`src/pkg/wdt_timer_defs.vh`:
```
`ifndef WDT_TIMER_DEFS_VH
`define WDT_TIMER_DEFS_VH

// ***************************************************************
// register offsets
// ***************************************************************
`define ADDR_FLAG_STATUS 8'h01
`define ADDR_TIMER_CONTROL 8'h10
`define ADDR_TIMER_COUNT_VALUE 8'h11

// ***************************************************************
// timer_control fields and reset value
// ***************************************************************
`define MODE_HI 7
`define MODE_LO 6
`define PULSE_SEL_BIT 5
`define TICK_SEL_HI 1
`define TICK_SEL_LO 0
`define TIMER_CONTROL_RESET 8'h03
`define TIMER_CONTROL_WMASK 8'he3
`define COUNT_RESET 8'h00

// ***************************************************************
// timer modes and tick selections
// ***************************************************************
`define MODE_OFF 2'h0
`define MODE_COUNTDOWN 2'h1
`define MODE_WDOG_IRQ 2'h2
`define MODE_WDOG_RST 2'h3
`define TICK_4096HZ 2'h0
`define TICK_64HZ 2'h1
`define TICK_1HZ 2'h2
`define TICK_60S 2'h3

// ***************************************************************
// flag_status fields
// ***************************************************************
`define MINSEC_BIT 7
`define WDOG_BIT 6
`define STAMP_LOW_BIT 5
`define ALARM_BIT 4
`define COUNTDOWN_BIT 3
`define FLAG_STATUS_RESET 8'h00

// ***************************************************************
// oscillator divider taps and timing
// ***************************************************************
`define DIV_WIDTH 15
`define TAP_4096HZ 3
`define TAP_64HZ 9
`define TAP_1HZ 15
`define SECONDS_PER_MINUTE 6'h3c
`define CLK_PERIOD_NS 50
`define RESET_PULSE_FAST_NS 244000
`define RESET_PULSE_SLOW_NS 15625000
`define RESET_PULSE_FAST_CYC 19'h01310
`define RESET_PULSE_SLOW_CYC 19'h4c4b4
`define HALF_SECOND_TICKS 6'h20
`define HALF_MINUTE 6'h1e
`define PULSE_CNT_WIDTH 19

`endif

```
`src/rtl/osc_tick_divider.v`:
```
`timescale 1ns/1ns
`default_nettype none
`include "wdt_timer_defs.vh"

module osc_tick_divider
(
  input wire sys_clk,
  input wire rst,
  input wire osc_32k,
  output wire tick_4096hz,
  output wire tick_64hz,
  output wire tick_1hz,
  output reg tick_60s
);

  reg osc_prev;
  reg [`DIV_WIDTH-1:0] div;
  reg [5:0] sec_cnt;
  wire osc_edge;
  wire [2:0] taps;

  assign osc_edge = osc_32k & ~osc_prev;

  // ***************************************************************
  // divider chain on the oscillator edge
  // ***************************************************************
  always @(posedge sys_clk or posedge rst)
  begin
    if (rst)
    begin
      osc_prev <= 1'b0;
      div <= {`DIV_WIDTH{1'b0}};
    end
    else
    begin
      osc_prev <= osc_32k;
      if (osc_edge)
        div <= div + {{(`DIV_WIDTH-1){1'b0}}, 1'b1};
    end
  end

  // one-cycle enables where the low bits all roll over
  genvar i;
  generate
    for (i = 0; i < 3; i = i + 1)
    begin : g_tap
      localparam integer W = (i == 0) ? `TAP_4096HZ :
                             (i == 1) ? `TAP_64HZ : `TAP_1HZ;
      assign taps[i] = osc_edge & (&div[W-1:0]);
    end
  endgenerate

  assign tick_4096hz = taps[0];
  assign tick_64hz = taps[1];
  assign tick_1hz = taps[2];

  // ***************************************************************
  // minute tick from sixty seconds
  // ***************************************************************
  always @(posedge sys_clk or posedge rst)
  begin
    if (rst)
    begin
      sec_cnt <= 6'h00;
      tick_60s <= 1'b0;
    end
    else
    begin
      tick_60s <= 1'b0;
      if (tick_1hz)
      begin
        if (sec_cnt == `SECONDS_PER_MINUTE - 6'h01)
        begin
          sec_cnt <= 6'h00;
          tick_60s <= 1'b1;
        end
        else
          sec_cnt <= sec_cnt + 6'h01;
      end
    end
  end

endmodule
`default_nettype wire

```
`src/rtl/reset_pulse_gen.v`:
```
`timescale 1ns/1ns
`default_nettype none
`include "wdt_timer_defs.vh"

module reset_pulse_gen
#(
  parameter [`PULSE_CNT_WIDTH-1:0] FAST_CYC = `RESET_PULSE_FAST_CYC,
  parameter [`PULSE_CNT_WIDTH-1:0] SLOW_CYC = `RESET_PULSE_SLOW_CYC
)
(
  input wire sys_clk,
  input wire rst,
  input wire start,
  input wire stop,
  input wire fast,
  output reg active
);

  reg [`PULSE_CNT_WIDTH-1:0] remain;

  // stop wins: a reload releases the reset at once
  always @(posedge sys_clk or posedge rst)
  begin
    if (rst)
    begin
      active <= 1'b0;
      remain <= {`PULSE_CNT_WIDTH{1'b0}};
    end
    else if (stop)
    begin
      active <= 1'b0;
      remain <= {`PULSE_CNT_WIDTH{1'b0}};
    end
    else if (start)
    begin
      active <= 1'b1;
      remain <= fast ? FAST_CYC : SLOW_CYC;
    end
    else if (active)
    begin
      if (remain <= {{(`PULSE_CNT_WIDTH-1){1'b0}}, 1'b1})
        active <= 1'b0;
      remain <= remain - {{(`PULSE_CNT_WIDTH-1){1'b0}}, 1'b1};
    end
  end

endmodule
`default_nettype wire

```
`src/rtl/watchdog_countdown_timer.v`:
```
// Operation
// - mode field: off, countdown, watchdog irq/reset
// - tick select: 4096 Hz, 64 Hz, 1 Hz, minute
// - eight-bit count n sets period n ticks
// - watchdog counts down, flag at one
// - expired flag drives irq or reset
// - expired watchdog never reloads by itself
// - nonzero load clears, releases, restarts watchdog
// - zero load clears, releases, halts watchdog
// - watchdog flag cleared by load or read
// - reset pulse width follows tick select
// - countdown at one flags and reloads
// - zero count halts the countdown
// - count read returns live counter
// - new count takes effect at once
// - first countdown period may be one tick off
// - countdown irq needs its enable
// - pulse select: level or pulse irq
// - second/minute ticks set minsec flag
// - status write ANDs into flags except watchdog
// - flag positions in status register
`timescale 1ns/1ns
`default_nettype none
`include "wdt_timer_defs.vh"

module watchdog_countdown_timer
#(
  parameter [`PULSE_CNT_WIDTH-1:0] RESET_FAST_CYC = `RESET_PULSE_FAST_CYC,
  parameter [`PULSE_CNT_WIDTH-1:0] RESET_SLOW_CYC = `RESET_PULSE_SLOW_CYC
)
(
  input wire sys_clk,
  input wire rst,
  input wire osc_32k,
  input wire [7:0] reg_addr,
  input wire reg_wr,
  input wire reg_rd,
  input wire [7:0] reg_wdata,
  output reg [7:0] reg_rdata,
  input wire countdown_irq_en,
  input wire one_hz_tick_en,
  input wire sixty_s_tick_en,
  input wire alarm_match_evt,
  input wire stamp_low_evt,
  output reg irq_n,
  output reg sys_reset_n
);

  // ***************************************************************
  // declarations
  // ***************************************************************
  reg [7:0] timer_control;
  reg [7:0] reload_n;
  reg [7:0] count;
  reg wdog_run;
  reg minsec_flag;
  reg wdog_expired_flag;
  reg stamp_low_flag;
  reg alarm_match_flag;
  reg countdown_expired_flag;
  reg [2:0] status_low;
  reg irq_pulse_hold;
  reg next_irq;
  reg sel_tick;
  reg next_skip;
  reg cd_skip;
  reg [5:0] sub_sec;
  reg [5:0] sec_phase;
  wire tick_4096hz;
  wire tick_64hz;
  wire tick_1hz;
  wire tick_60s;
  wire [1:0] timer_mode_sel;
  wire [1:0] tick_source_sel;
  wire irq_pulse_sel;
  wire wdog_mode;
  wire cd_mode;
  wire wr_control;
  wire wr_count;
  wire wr_status;
  wire rd_status;
  wire wdog_expire;
  wire cd_active;
  wire cd_expire;
  wire minsec_evt;
  wire reset_active;
  wire [7:0] flag_status;

  // ***************************************************************
  // tick sources
  // ***************************************************************
  osc_tick_divider u_div
  (
    .sys_clk(sys_clk),
    .rst(rst),
    .osc_32k(osc_32k),
    .tick_4096hz(tick_4096hz),
    .tick_64hz(tick_64hz),
    .tick_1hz(tick_1hz),
    .tick_60s(tick_60s)
  );

  assign timer_mode_sel = timer_control[`MODE_HI:`MODE_LO];
  assign tick_source_sel = timer_control[`TICK_SEL_HI:`TICK_SEL_LO];
  assign irq_pulse_sel = timer_control[`PULSE_SEL_BIT];

  // countdown is unavailable in either watchdog mode
  assign wdog_mode = timer_mode_sel[1];
  assign cd_mode = (timer_mode_sel == `MODE_COUNTDOWN);

  always @*
  begin
    sel_tick = 1'b0;
    case (tick_source_sel)
      `TICK_4096HZ: sel_tick = tick_4096hz;
      `TICK_64HZ: sel_tick = tick_64hz;
      `TICK_1HZ: sel_tick = tick_1hz;
      default: sel_tick = tick_60s;
    endcase
  end

  // second/minute events from the free-running chain
  assign minsec_evt = (tick_1hz & one_hz_tick_en) |
                      (tick_60s & sixty_s_tick_en);

  // ***************************************************************
  // register access decode
  // ***************************************************************
  assign wr_control = reg_wr & (reg_addr == `ADDR_TIMER_CONTROL);
  assign wr_count = reg_wr & (reg_addr == `ADDR_TIMER_COUNT_VALUE);
  assign wr_status = reg_wr & (reg_addr == `ADDR_FLAG_STATUS);
  assign rd_status = reg_rd & (reg_addr == `ADDR_FLAG_STATUS);

  // ***************************************************************
  // expiry conditions
  // ***************************************************************
  // watchdog fires on the tick that finds the count at one
  assign wdog_expire = wdog_mode & wdog_run & sel_tick &
                       (count == 8'h01);
  // stored zero halts the countdown
  assign cd_active = cd_mode & (reload_n != 8'h00);
  assign cd_expire = cd_active & sel_tick & ~cd_skip &
                     (count == 8'h01);

  // ***************************************************************
  // control register
  // ***************************************************************
  always @(posedge sys_clk or posedge rst)
  begin
    if (rst)
      timer_control <= `TIMER_CONTROL_RESET;
    else if (wr_control)
      timer_control <= reg_wdata & `TIMER_CONTROL_WMASK;
  end

  // ***************************************************************
  // down-counter
  // ***************************************************************
  // the tick prescaler runs free; a skipped first tick keeps the
  // first countdown period after a load near n ticks
  always @(posedge sys_clk or posedge rst)
  begin
    if (rst)
    begin
      reload_n <= `COUNT_RESET;
      count <= `COUNT_RESET;
    end
    else if (wr_count)
    begin
      // load takes effect at once, also mid-period
      reload_n <= reg_wdata;
      count <= reg_wdata;
    end
    else if (wdog_mode & wdog_run & sel_tick & (count > 8'h01))
      count <= count - 8'h01;
    else if (cd_active & sel_tick & ~cd_skip)
    begin
      if (count <= 8'h01)
        count <= reload_n;
      else
        count <= count - 8'h01;
    end
  end

  // 64 Hz ticks into the second and seconds into the minute
  always @(posedge sys_clk or posedge rst)
  begin
    if (rst)
    begin
      sub_sec <= 6'h00;
      sec_phase <= 6'h00;
    end
    else if (tick_1hz)
    begin
      sub_sec <= 6'h00;
      if (sec_phase == `SECONDS_PER_MINUTE - 6'h01)
        sec_phase <= 6'h00;
      else
        sec_phase <= sec_phase + 6'h01;
    end
    else if (tick_64hz)
      sub_sec <= sub_sec + 6'h01;
  end

  // a load late in a slow tick interval skips that tick
  always @*
  begin
    next_skip = 1'b1;
    if (tick_source_sel == `TICK_1HZ)
      next_skip = (sub_sec >= `HALF_SECOND_TICKS);
    else if (tick_source_sel == `TICK_60S)
      next_skip = (sec_phase >= `HALF_MINUTE);
  end

  // countdown may pass over the first tick after a load
  always @(posedge sys_clk or posedge rst)
  begin
    if (rst)
      cd_skip <= 1'b0;
    else if (wr_count)
      cd_skip <= next_skip;
    else if (cd_active & sel_tick)
      cd_skip <= 1'b0;
  end

  // watchdog run state: no reload after expiry
  always @(posedge sys_clk or posedge rst)
  begin
    if (rst)
      wdog_run <= 1'b0;
    else if (wr_count)
      wdog_run <= (reg_wdata != 8'h00);
    else if (wdog_expire)
      wdog_run <= 1'b0;
  end

  // ***************************************************************
  // flags
  // ***************************************************************
  always @(posedge sys_clk or posedge rst)
  begin
    if (rst)
      wdog_expired_flag <= 1'b0;
    else if (wdog_expire)
      wdog_expired_flag <= 1'b1;
    else if (wr_count | rd_status)
      wdog_expired_flag <= 1'b0;
  end

  // a written zero clears, a one keeps; events win over clears
  always @(posedge sys_clk or posedge rst)
  begin
    if (rst)
    begin
      minsec_flag <= 1'b0;
      stamp_low_flag <= 1'b0;
      alarm_match_flag <= 1'b0;
      countdown_expired_flag <= 1'b0;
      status_low <= 3'h0;
    end
    else
    begin
      minsec_flag <= minsec_evt |
        (minsec_flag & ~(wr_status & ~reg_wdata[`MINSEC_BIT]));
      stamp_low_flag <= stamp_low_evt |
        (stamp_low_flag & ~(wr_status & ~reg_wdata[`STAMP_LOW_BIT]));
      alarm_match_flag <= alarm_match_evt |
        (alarm_match_flag & ~(wr_status & ~reg_wdata[`ALARM_BIT]));
      countdown_expired_flag <= cd_expire |
        (countdown_expired_flag &
         ~(wr_status & ~reg_wdata[`COUNTDOWN_BIT]));
      // watchdog bit position ignores writes
      if (wr_status)
        status_low <= reg_wdata[2:0];
    end
  end

  // flag placement
  assign flag_status = {minsec_flag, wdog_expired_flag, stamp_low_flag,
                        alarm_match_flag, countdown_expired_flag,
                        status_low};

  // ***************************************************************
  // read data
  // ***************************************************************
  always @(posedge sys_clk or posedge rst)
  begin
    if (rst)
      reg_rdata <= 8'h00;
    else if (reg_rd)
    begin
      if (reg_addr == `ADDR_TIMER_CONTROL)
        reg_rdata <= timer_control;
      else if (reg_addr == `ADDR_TIMER_COUNT_VALUE)
        reg_rdata <= count;
      else if (reg_addr == `ADDR_FLAG_STATUS)
        reg_rdata <= flag_status;
      else
        reg_rdata <= 8'h00;
    end
  end

  // ***************************************************************
  // interrupt output
  // ***************************************************************
  // pulse starts on a minsec or enabled countdown event and ends at the next 64 Hz tick
  always @(posedge sys_clk or posedge rst)
  begin
    if (rst)
      irq_pulse_hold <= 1'b0;
    else if (irq_pulse_sel &
             (minsec_evt | (cd_expire & countdown_irq_en)))
      irq_pulse_hold <= 1'b1;
    else if (tick_64hz | ~irq_pulse_sel)
      irq_pulse_hold <= 1'b0;
  end

  always @*
  begin
    next_irq = 1'b0;
    if (timer_mode_sel == `MODE_WDOG_IRQ)
      next_irq = wdog_expired_flag;
    if (irq_pulse_sel)
      next_irq = next_irq | irq_pulse_hold;
    else
      next_irq = next_irq | minsec_flag |
        (cd_mode & countdown_irq_en & countdown_expired_flag);
  end

  always @(posedge sys_clk or posedge rst)
  begin
    if (rst)
      irq_n <= 1'b1;
    else
      irq_n <= ~next_irq;
  end

  // ***************************************************************
  // reset output
  // ***************************************************************
  reset_pulse_gen
  #(
    .FAST_CYC(RESET_FAST_CYC),
    .SLOW_CYC(RESET_SLOW_CYC)
  )
  u_rst
  (
    .sys_clk(sys_clk),
    .rst(rst),
    .start(wdog_expire & (timer_mode_sel == `MODE_WDOG_RST)),
    .stop(wr_count),
    .fast(tick_source_sel == `TICK_4096HZ),
    .active(reset_active)
  );

  always @(posedge sys_clk or posedge rst)
  begin
    if (rst)
      sys_reset_n <= 1'b1;
    else
      sys_reset_n <= ~reset_active;
  end

endmodule
`default_nettype wire

```
`config.mk`:
```
export PLATFORM = sky130hd
export DESIGN_NAME = watchdog_countdown_timer
export DESIGN_NICKNAME = d
export VERILOG_FILES = /design/src/rtl/osc_tick_divider.v /design/src/rtl/reset_pulse_gen.v /design/src/rtl/watchdog_countdown_timer.v
export VERILOG_INCLUDE_DIRS = /design/src /design/src/pkg
export SDC_FILE = /design/constraint.sdc
export NUM_CORES = 1
export LEC_CHECK = 0
export BUFFER_PORTS_ARGS = -buffer_cell sky130_fd_sc_hd__buf_2
export CAP_MARGIN = 20
export CORE_MARGIN = 5
export CORE_UTILIZATION = 66
export CTS_CLUSTER_SIZE = 10
export DETAILED_ROUTE_END_ITERATION = 8
export GPL_TIMING_DRIVEN = 0
export HOLD_SLACK_MARGIN = 0.08
export PLACE_DENSITY = 0.86
export SETUP_SLACK_MARGIN = 0.2
export SLEW_MARGIN = 20
export SYNTH_ARGS = -nofsm -noshare
export SYNTH_HDL_FRONTEND = slang
export SYNTH_SLANG_ARGS = --single-unit
```
`constraint.sdc`:
```
create_clock -name sys_clk -period 8.06 [get_ports sys_clk]
set_input_delay 1.612 -clock sys_clk [delete_from_list [all_inputs] [get_ports sys_clk]]
set_output_delay 1.612 -clock sys_clk [all_outputs]
set_load 0.1 [all_outputs]
```
==> results of run 1 <==
-- layout make-up --
class | count | area (um^2)
Clock buffer | 9 | 124
Multi-Input combinational cell | 402 | 2740
Clock inverter | 7 | 83.8
Fill cell | 586 | 2150
Buffer | 28 | 146
Timing Repair Buffer | 34 | 193
Inverter | 25 | 98.8
Tap cell | 105 | 131
Sequential cell | 97 | 2430
-- worst paths after layout --
| path | start | end | slack (ns) |
|---|---|---|---|
| setup reg to reg | u_div.div[0] | u_rst.remain[2] | 5.08 |
| setup / recovery | osc_32k | u_rst.remain[2] | 4.81 |
| min in group asynchronous | rst | count[2] | 1.16 |
| max in group asynchronous | rst | timer_control[0] | 6.23 |
| hold reg to reg | u_div.div[0] | u_div.div[0] | 0.50 |
| hold / removal | u_div.div[0] | u_div.div[0] | 0.50 |
-- layer usage --
metal / part of all wire [%] / global-route usage [%] / vias up
met5: 0 / 0 / -
met3: 8.2 / 5.19 / 27
met2: 48 / 41.8 / 212
met1: 42 / 36.5 / 2221
li1: - / - / 2123
met4: 1.9 / 9.64 / 0
-- synthesized netlist by cell type, types with 13 or more instances --
library cell / number / area [um^2]
sky130_fd_sc_hd__clkbuf_1: 15 / 56.3
sky130_fd_sc_hd__dfrtp_1: 93 / 2330
sky130_fd_sc_hd__inv_1: 25 / 93.8
sky130_fd_sc_hd__mux2_2: 15 / 169
sky130_fd_sc_hd__nand2_1: 59 / 221
sky130_fd_sc_hd__nand3_1: 21 / 105
sky130_fd_sc_hd__nand4_1: 17 / 106
sky130_fd_sc_hd__nor2_1: 28 / 105
sky130_fd_sc_hd__nor3_1: 13 / 65.1
sky130_fd_sc_hd__nor4_1: 14 / 87.6
sky130_fd_sc_hd__o21ai_0: 37 / 185
sky130_fd_sc_hd__xnor2_1: 24 / 210
sky130_fd_sc_hd__xor2_1: 13 / 114
-- registers in the layout (all words and copies together), names as in the netlist, 3 cells and up --
register and count:
status_low 3, sub_sec 6, u_div.div 15, sec_phase 6, u_rst.remain 19, count 8, timer_control 5, reg_rdata 8
reload_n 8, u_div.sec_cnt 6
-- cell families (layout without fill, tap and decap cells) --
group	Yosys count	in the layout	share of synthesized area, %
AO/OA/AOI/OAI	126	126	16.7
XOR/XNOR	37	37	5.99
adder cells (fa/ha/maj)	12	12	2.78
buffers and inverters	53	103	4.44
flip-flops	97	97	45.0
multiplexers	18	18	3.68
AND/OR/NAND/NOR	209	209	21.4
-- worst max-delay path, stage by stage --
cell	delay (ns)
sky130_fd_sc_hd__buf_2	0.12
sky130_fd_sc_hd__nor2b_1	0.13
sky130_fd_sc_hd__buf_2	0.19
sky130_fd_sc_hd__a32oi_1	0.49
sky130_fd_sc_hd__clkbuf_1	0.46
sky130_fd_sc_hd__a211o_1	0.22
sky130_fd_sc_hd__buf_6	0.16
sky130_fd_sc_hd__a211oi_2	0.08
-- power by group --
part | total (mW) | switching (mW) | internal [mW]
registers | 0.587 | 0.0547 | 0.533
clock network | 0.329 | 0.180 | 0.149
logic | 0.173 | 0.0924 | 0.0806
==> run summary, run 1 <==
The average instance in the mapped netlist occupies 9.80 um^2. After detailed routing, the number of vias per cell comes to 6.48. In this run, distinct cell masters in the synthesized netlist total 66.

The tools report the leakage power as 2.46 nW. The tools report the endpoint type of the worst setup path as a flop. The final setup violation count is 0. The clock period could shrink to 3.25 ns. The final layout contains routed wiring with a total length of 12700 um. Once the floorplan was initialized, standard cells occupied 66.8% of the core.

The maximum clock path buffer count came out at 2. The logs give 0 for the antenna cell count and 635 for the number of nets in the final layout. TritonCTS built the clock tree. The detail route stage leaves a number of antenna-violating nets equal to 0. The count of hold-fix buffers inserted at cts was 0. The count of input and output buffers is 33. The wire length of the first global-routing pass was 21500 um; the chip width was 101 um.

The final-report max-slew violation count came out at 0. Once placement finished, the instance area stood at 5740 um^2. For this design the top-level I/O count stands at 36. In this run, the number of DRC markers left after iteration 0 of detailed routing was 335. Routability-driven placement finished with a final weighted congestion of 0.949. After layout, the worst setup slack is 4.81 ns. Relative to the synthesized area, the layout overhead comes to 9.93%. The number of placed cells counting well taps was 691. Setup repair after global routing left no endpoint under its margin. Derived from the worst setup path, the maximum achievable clock frequency is 308 MHz.

Clock root buffer: sky130_fd_sc_hd__clkbuf_8. The library cells used most frequently in the layout, excluding fill and tap cells, are 93 x sky130_fd_sc_hd__dfrtp_1, 59 x sky130_fd_sc_hd__nand2_1, 41 x sky130_fd_sc_hd__buf_2. The logs give 1.09 mW for the total power and 73.5% for the final design utilization. Synthesis produced a netlist with a net count of 590. The tools report the total clock sinks as 97. The number of hold-slack violations in the final timing report was 0; the top fanout value on the critical path was 10. The floorplan step defined a die boundary enclosing 10100 um^2. The die is 101 um tall. The min-delay analysis places its worst path in the category flop to flop. The tools report the count of warnings emitted by yosys as 0. The final reports fail on design-rule violations. For the initial antenna violation count, the log shows 0. Timing analysis after detailed placement gives a worst setup slack of 4.49 ns.

Buffers added to address setup during post-CTS repair amount to 0. After synthesis, the share of flip-flops with an asynchronous set or reset is 100%. For the number of design rule violations left after detail routing, the log shows 1. The count of H-tree levels built during CTS is 3, and the overall routing resource usage is 26.5%. Worst relative slew slack: 42.7%.

Clock insertion delay at the later pin of the skew report: 0.37 ns. The final cell count without fillers is 707. The final critical-path share of the clock period is 40.3%. The tools report the number of global-route vias before repair as 4531. The instance count along the most critical hold path works out to 1. The worst-case IR drop observed on VDD is 0.126 mV. Summed over all layers, the global routing overflow is 0. The number of rows in the core area came out at 33. The worst register-to-register path has a depth of 10. Power spread over the standard cell area amounts to 183 nW/um^2. The share of post-route cells with drive strength above 1 works out to 18.3%.

STA puts the critical path data required time at 8.27 ns. After routing the design area is 5940 um^2. The register area share after synthesis was 45.0%; the number of register bits inferred by synthesis was 97. The count of flip-flops with a built-in enable after synthesis is 0, and the largest net degree at the start of global routing is 81.

The cell count after synthesis came out at 552. The dominant register cell in the synthesized netlist was sky130_fd_sc_hd__dfrtp_1. The tool flagged a number of max-cap violations equal to 0.

The clock slew seen by the registers of the worst setup and hold paths was 0.10 ns. Mapped cell area: 5410 um^2. Leaving out fill and tap cells, the most frequent cell in the layout is sky130_fd_sc_hd__dfrtp_1. The number of gates resized after CTS was 0. Clock skew on the completed layout was measured at 0.0129 ns. The tools report the arrival time at the worst endpoint as 3.46 ns. For this block, the via count after detailed routing is 4583. The start-to-end type of the worst setup path was primary input to flop. After detailed routing, the average wire length per cell comes to 18.0 um.

The core region is 8090 um^2. The worst setup path is launched from a primary input. The slew at the pin closest to its max-slew limit came out at 0.851 ns. Buffers inserted during clock tree synthesis total 9.

For the final routed database, the setup TNS stands at 0 ns. The final hold slack was 0.500 ns. The flow ran to the end, but the final reports show violations. Summed over all nets, the half-perimeter wirelength after detailed placement is 9070 um.

The run gives 7 as the number of iterations in the first detailed-routing pass.
(Power assumes the default switching activity.)
==> inputs of run 2 (changes only) <==
CORE_UTILIZATION = 61   (was 66)
PLACE_DENSITY = 0.8   (was 0.86)
clock period = 3.35 ns   (was 8.06 ns; I/O delays follow)
==> run 2 against run 1 <==
The flow now finishes without violations. Power increased to 2.7 times the previous value. Combinational power rose by 140%. Cell count is 0.71% higher. Global-route usage is 2.0 points lower. Routed wire length increased by 1.0%. First-iteration DRC count grew 18%. Non-clock buffer count grew 2. Hold slack worse by 0.11 ns.
==> run summary, run 2 (synthesized netlist as in run 1, its figures left out) <==
The run finished with clean final reports. The remaining antenna violation count is 0, and the total clock buffers created by CTS is 9. The run gives 0 as the max capacitance violation total. Setup repair after global routing left no endpoint under its margin. The number of placed cells counting well taps came out at 696. The most common cell type on the critical path is sky130_fd_sc_hd__and4_1. The critical-path cell with the highest stage delay is sky130_fd_sc_hd__a2111oi_4.

Data on the critical path is required at its endpoint by 3.56 ns. The final design utilization is 70.0%. Using the TritonRoute via totals, the vias-per-cell ratio works out to 6.40. At the end of routability-driven placement, the weighted congestion stood at 0.915.

For this run, design rule violations remaining after detail routing come to 0. Leftover overflow at the end of global routing: 0. The chip width is 104 um, and the clock slew seen by the registers of the worst setup and hold paths is 0.09 ns. Clock tree synthesis found a total of 97 sinks.

In this run the vertical extent of the chip is 104 um. The logs give 0 for the number of hold-slack violations in the final timing report and 0.367 mV for the peak supply drop. The min-delay analysis places its worst path in the category primary input to async pin. Across the whole layout, storage elements account for 2430 um^2.

The pre-antenna-repair detailed-routing pass consisted of 5 iterations. The detailed router finished its first iteration with 394 violations. The antenna cell count is 0. Data arrives at the worst endpoint at 3.10 ns.

The placeable core region was 8680 um^2. Power spread over the standard cell area amounts to 476 nW/um^2. For the number of nets in the final layout, the log shows 637.

For the pin with the worst max-slew slack, the measured transition is 0.882 ns. The final routed wire length divided by cell count is 18.1 um. The tools report the clock root buffer as sky130_fd_sc_hd__clkbuf_8.

Aggregate routed wire length: 12900 um. The worst setup path is launched from a flop. The growth of design area from synthesis to finish works out to 12.4%. Capture instance of the worst register-to-register path: u_rst.remain[14]. Static timing analysis puts the maximum clock frequency at 346 MHz. At the later pin of the worst-skew pair, clock insertion delay measures 0.37 ns. Counting flops per register, the top entry is u_rst.remain. Summed over all cells, the static leakage comes to 2.52 nW. The first global-routing pass estimated 22100 um of wire. Detailed placement finished with a half-perimeter wire length of 9360 um. The combinational share of power was 14.4%; the die area was 10800 um^2.

STA classifies the critical path endpoint as a flop. The tools report the reg-to-reg startpoint as u_div.div[2]. Start-to-end type of the worst setup path: flop to flop. Summed over all nets, the switching power comes to 0.765 mW. Cells with a size suffix above 1 make up 18.9% of the layout. The final-report max-slew violation count is 0.

TritonCTS built the clock tree. The largest registers in the layout are u_rst.remain x19, u_div.div x15. For the final setup violation count, the log shows 0. The detailed-route via count came out at 4555. Final critical-path share of the clock period: 86.2%.

The logs give 0 for the initial antenna violation count and 0 for the post-CTS repair timing setup buffer count. Once the floorplan was initialized, standard cells occupied 62.3% of the core. The number of global-route vias before repair is 4467, and the top fanout value on the critical path is 7. The worst-case register-to-register setup slack was 0.46 ns; the final cell count without fillers was 712.

The proportion of power drawn by flip-flops and latches is 48.8%. During placement, the flow inserted port buffers numbering 33. In this run the count of I/O pins placed on the die edge is 36.

The register with the most flip-flops in the layout has 19 of them. For this design, the CTS-stage hold fixing added 0 buffers. Cell internal power was estimated by the tool at 2.13 mW.

Leading cell type in the layout, fill and taps excluded: sky130_fd_sc_hd__dfrtp_1. Clock skew on the completed layout was measured at 0.00942 ns. Setup total negative slack on the finished layout was measured at 0 ns. In this run switching power makes up 26.5% of total power. Tracing the worst setup path back leads to its startpoint at u_div.div[2]. The final critical path time including I/O delays and setup is 2.89 ns, and the worst relative slew slack is 40.7%. Among cell families on the critical path, the largest total delay comes from compound AO/OA/AOI/OAI gates.

No sink is reached through more buffers than the 2 on the longest clock path. The critical path contains buffers and inverters numbering 0 combined. The overall routing resource usage is 24.4%. The area of the multi-input gates is 2740 um^2.

The delay of the slowest cell on the worst path is 0.80 ns. The tools report the largest net degree at the start of global routing as 29. The library cells used most frequently in the layout, excluding fill and tap cells, are 93 x sky130_fd_sc_hd__dfrtp_1, 59 x sky130_fd_sc_hd__nand2_1, 41 x sky130_fd_sc_hd__buf_2.

The count of H-tree levels built during CTS was 3. The tools report the share of total power in the clock network as 36.8%. The number of cells on the worst reg-to-reg path came out at 8. Fill cells in the final layout number 661.

Walking the worst path, the cells encountered are and4_1 -> and4_1 -> ha_1 -> nand3b_1 -> o21ai_0 -> a32oi_1 -> a2111oi_4 -> a211oi_2. Number of rows in the core area: 34.
run 2: changes by cell type in the layout (fill, tap and decap cells not counted), moves of 2 or more:
cell                        delta
sky130_fd_sc_hd__bufinv_16     +4
sky130_fd_sc_hd__clkbuf_1      -2
sky130_fd_sc_hd__clkbuf_2      +2
sky130_fd_sc_hd__clkinv_4      -2
sky130_fd_sc_hd__inv_6         -2
run 2: metrics by stage:
step | instance area, um^2 | setup WS [ns] | total power [mW] | hold WS [ns]
after global routing | 6080 | 0.241 | 3.04 | 0.432
final | 6080 | 0.462 | 2.89 | 0.390
after detailed placement | 5790 | 0.375 | 1.85 | 0.472
after floorplan | 5410 | 0.930 | 1.73 | 0.419
after global placement | 5710 | 0.496 | 1.81 | 0.476
after CTS | 6070 | 0.349 | 2.91 | 0.391
run 2: cell type report:
type / instances / share of cell area, %
Buffer: 28 / 2.45
Clock buffer: 9 / 2.04
Clock inverter: 7 / 2.70
Inverter: 25 / 1.61
Multi-Input combinational cell: 402 / 45.0
Sequential cell: 97 / 40.0
Tap cell: 108 / 2.22
Timing Repair Buffer: 36 / 3.95
run 2: worst max path at each step:
| stage | to | slack [ns] | depth (start not counted) |
|---|---|---|---|
| after CTS | u_rst.remain[10] | 0.35 | 10 |
| after floorplan | u_rst.remain[10] | 0.93 | 10 |
| final | u_rst.remain[14] | 0.46 | 8 |
| after global placement | u_rst.remain[10] | 0.50 | 10 |
| after global routing | u_rst.remain[15] | 0.24 | 8 |
| after detailed placement | u_rst.remain[14] | 0.37 | 10 |
run 2: layer usage:
metal  track usage [%]  vias up  routed length (um)
met4              7.31        0                 216
li1                  -     2134                   -
met1              34.5     2199                5430
met2              37.9      199                6090
met3              5.34       23                1130
met5                 0        -                   0
run 2: power by group through the flow:
stage | clock (mW) | combinational (mW) | sequential (mW)
CTS | 1.08 | 0.420 | 1.41
finish | 1.07 | 0.417 | 1.41
detailed placement | 0 | 0.416 | 1.43
global placement | 0 | 0.392 | 1.42
floorplan | 0 | 0.312 | 1.41
global route | 1.14 | 0.470 | 1.43
run 2: repair_timing:
action / in CTS / in global routing
endpoints found under the setup margin: 0 / 10
gates resized for setup: 0 / 4
hold endpoints to repair: 0 / 0
run 2: worst reg2reg max path, cell delays in order (launching register included):
cell and delay (ns):
sky130_fd_sc_hd__dfrtp_1 0.49, sky130_fd_sc_hd__and4_1 0.25, sky130_fd_sc_hd__and4_1 0.20, sky130_fd_sc_hd__ha_1 0.19, sky130_fd_sc_hd__nand3b_1 0.22, sky130_fd_sc_hd__o21ai_0 0.30
sky130_fd_sc_hd__a32oi_1 0.20, sky130_fd_sc_hd__a2111oi_4 0.80, sky130_fd_sc_hd__a211oi_2 0.09
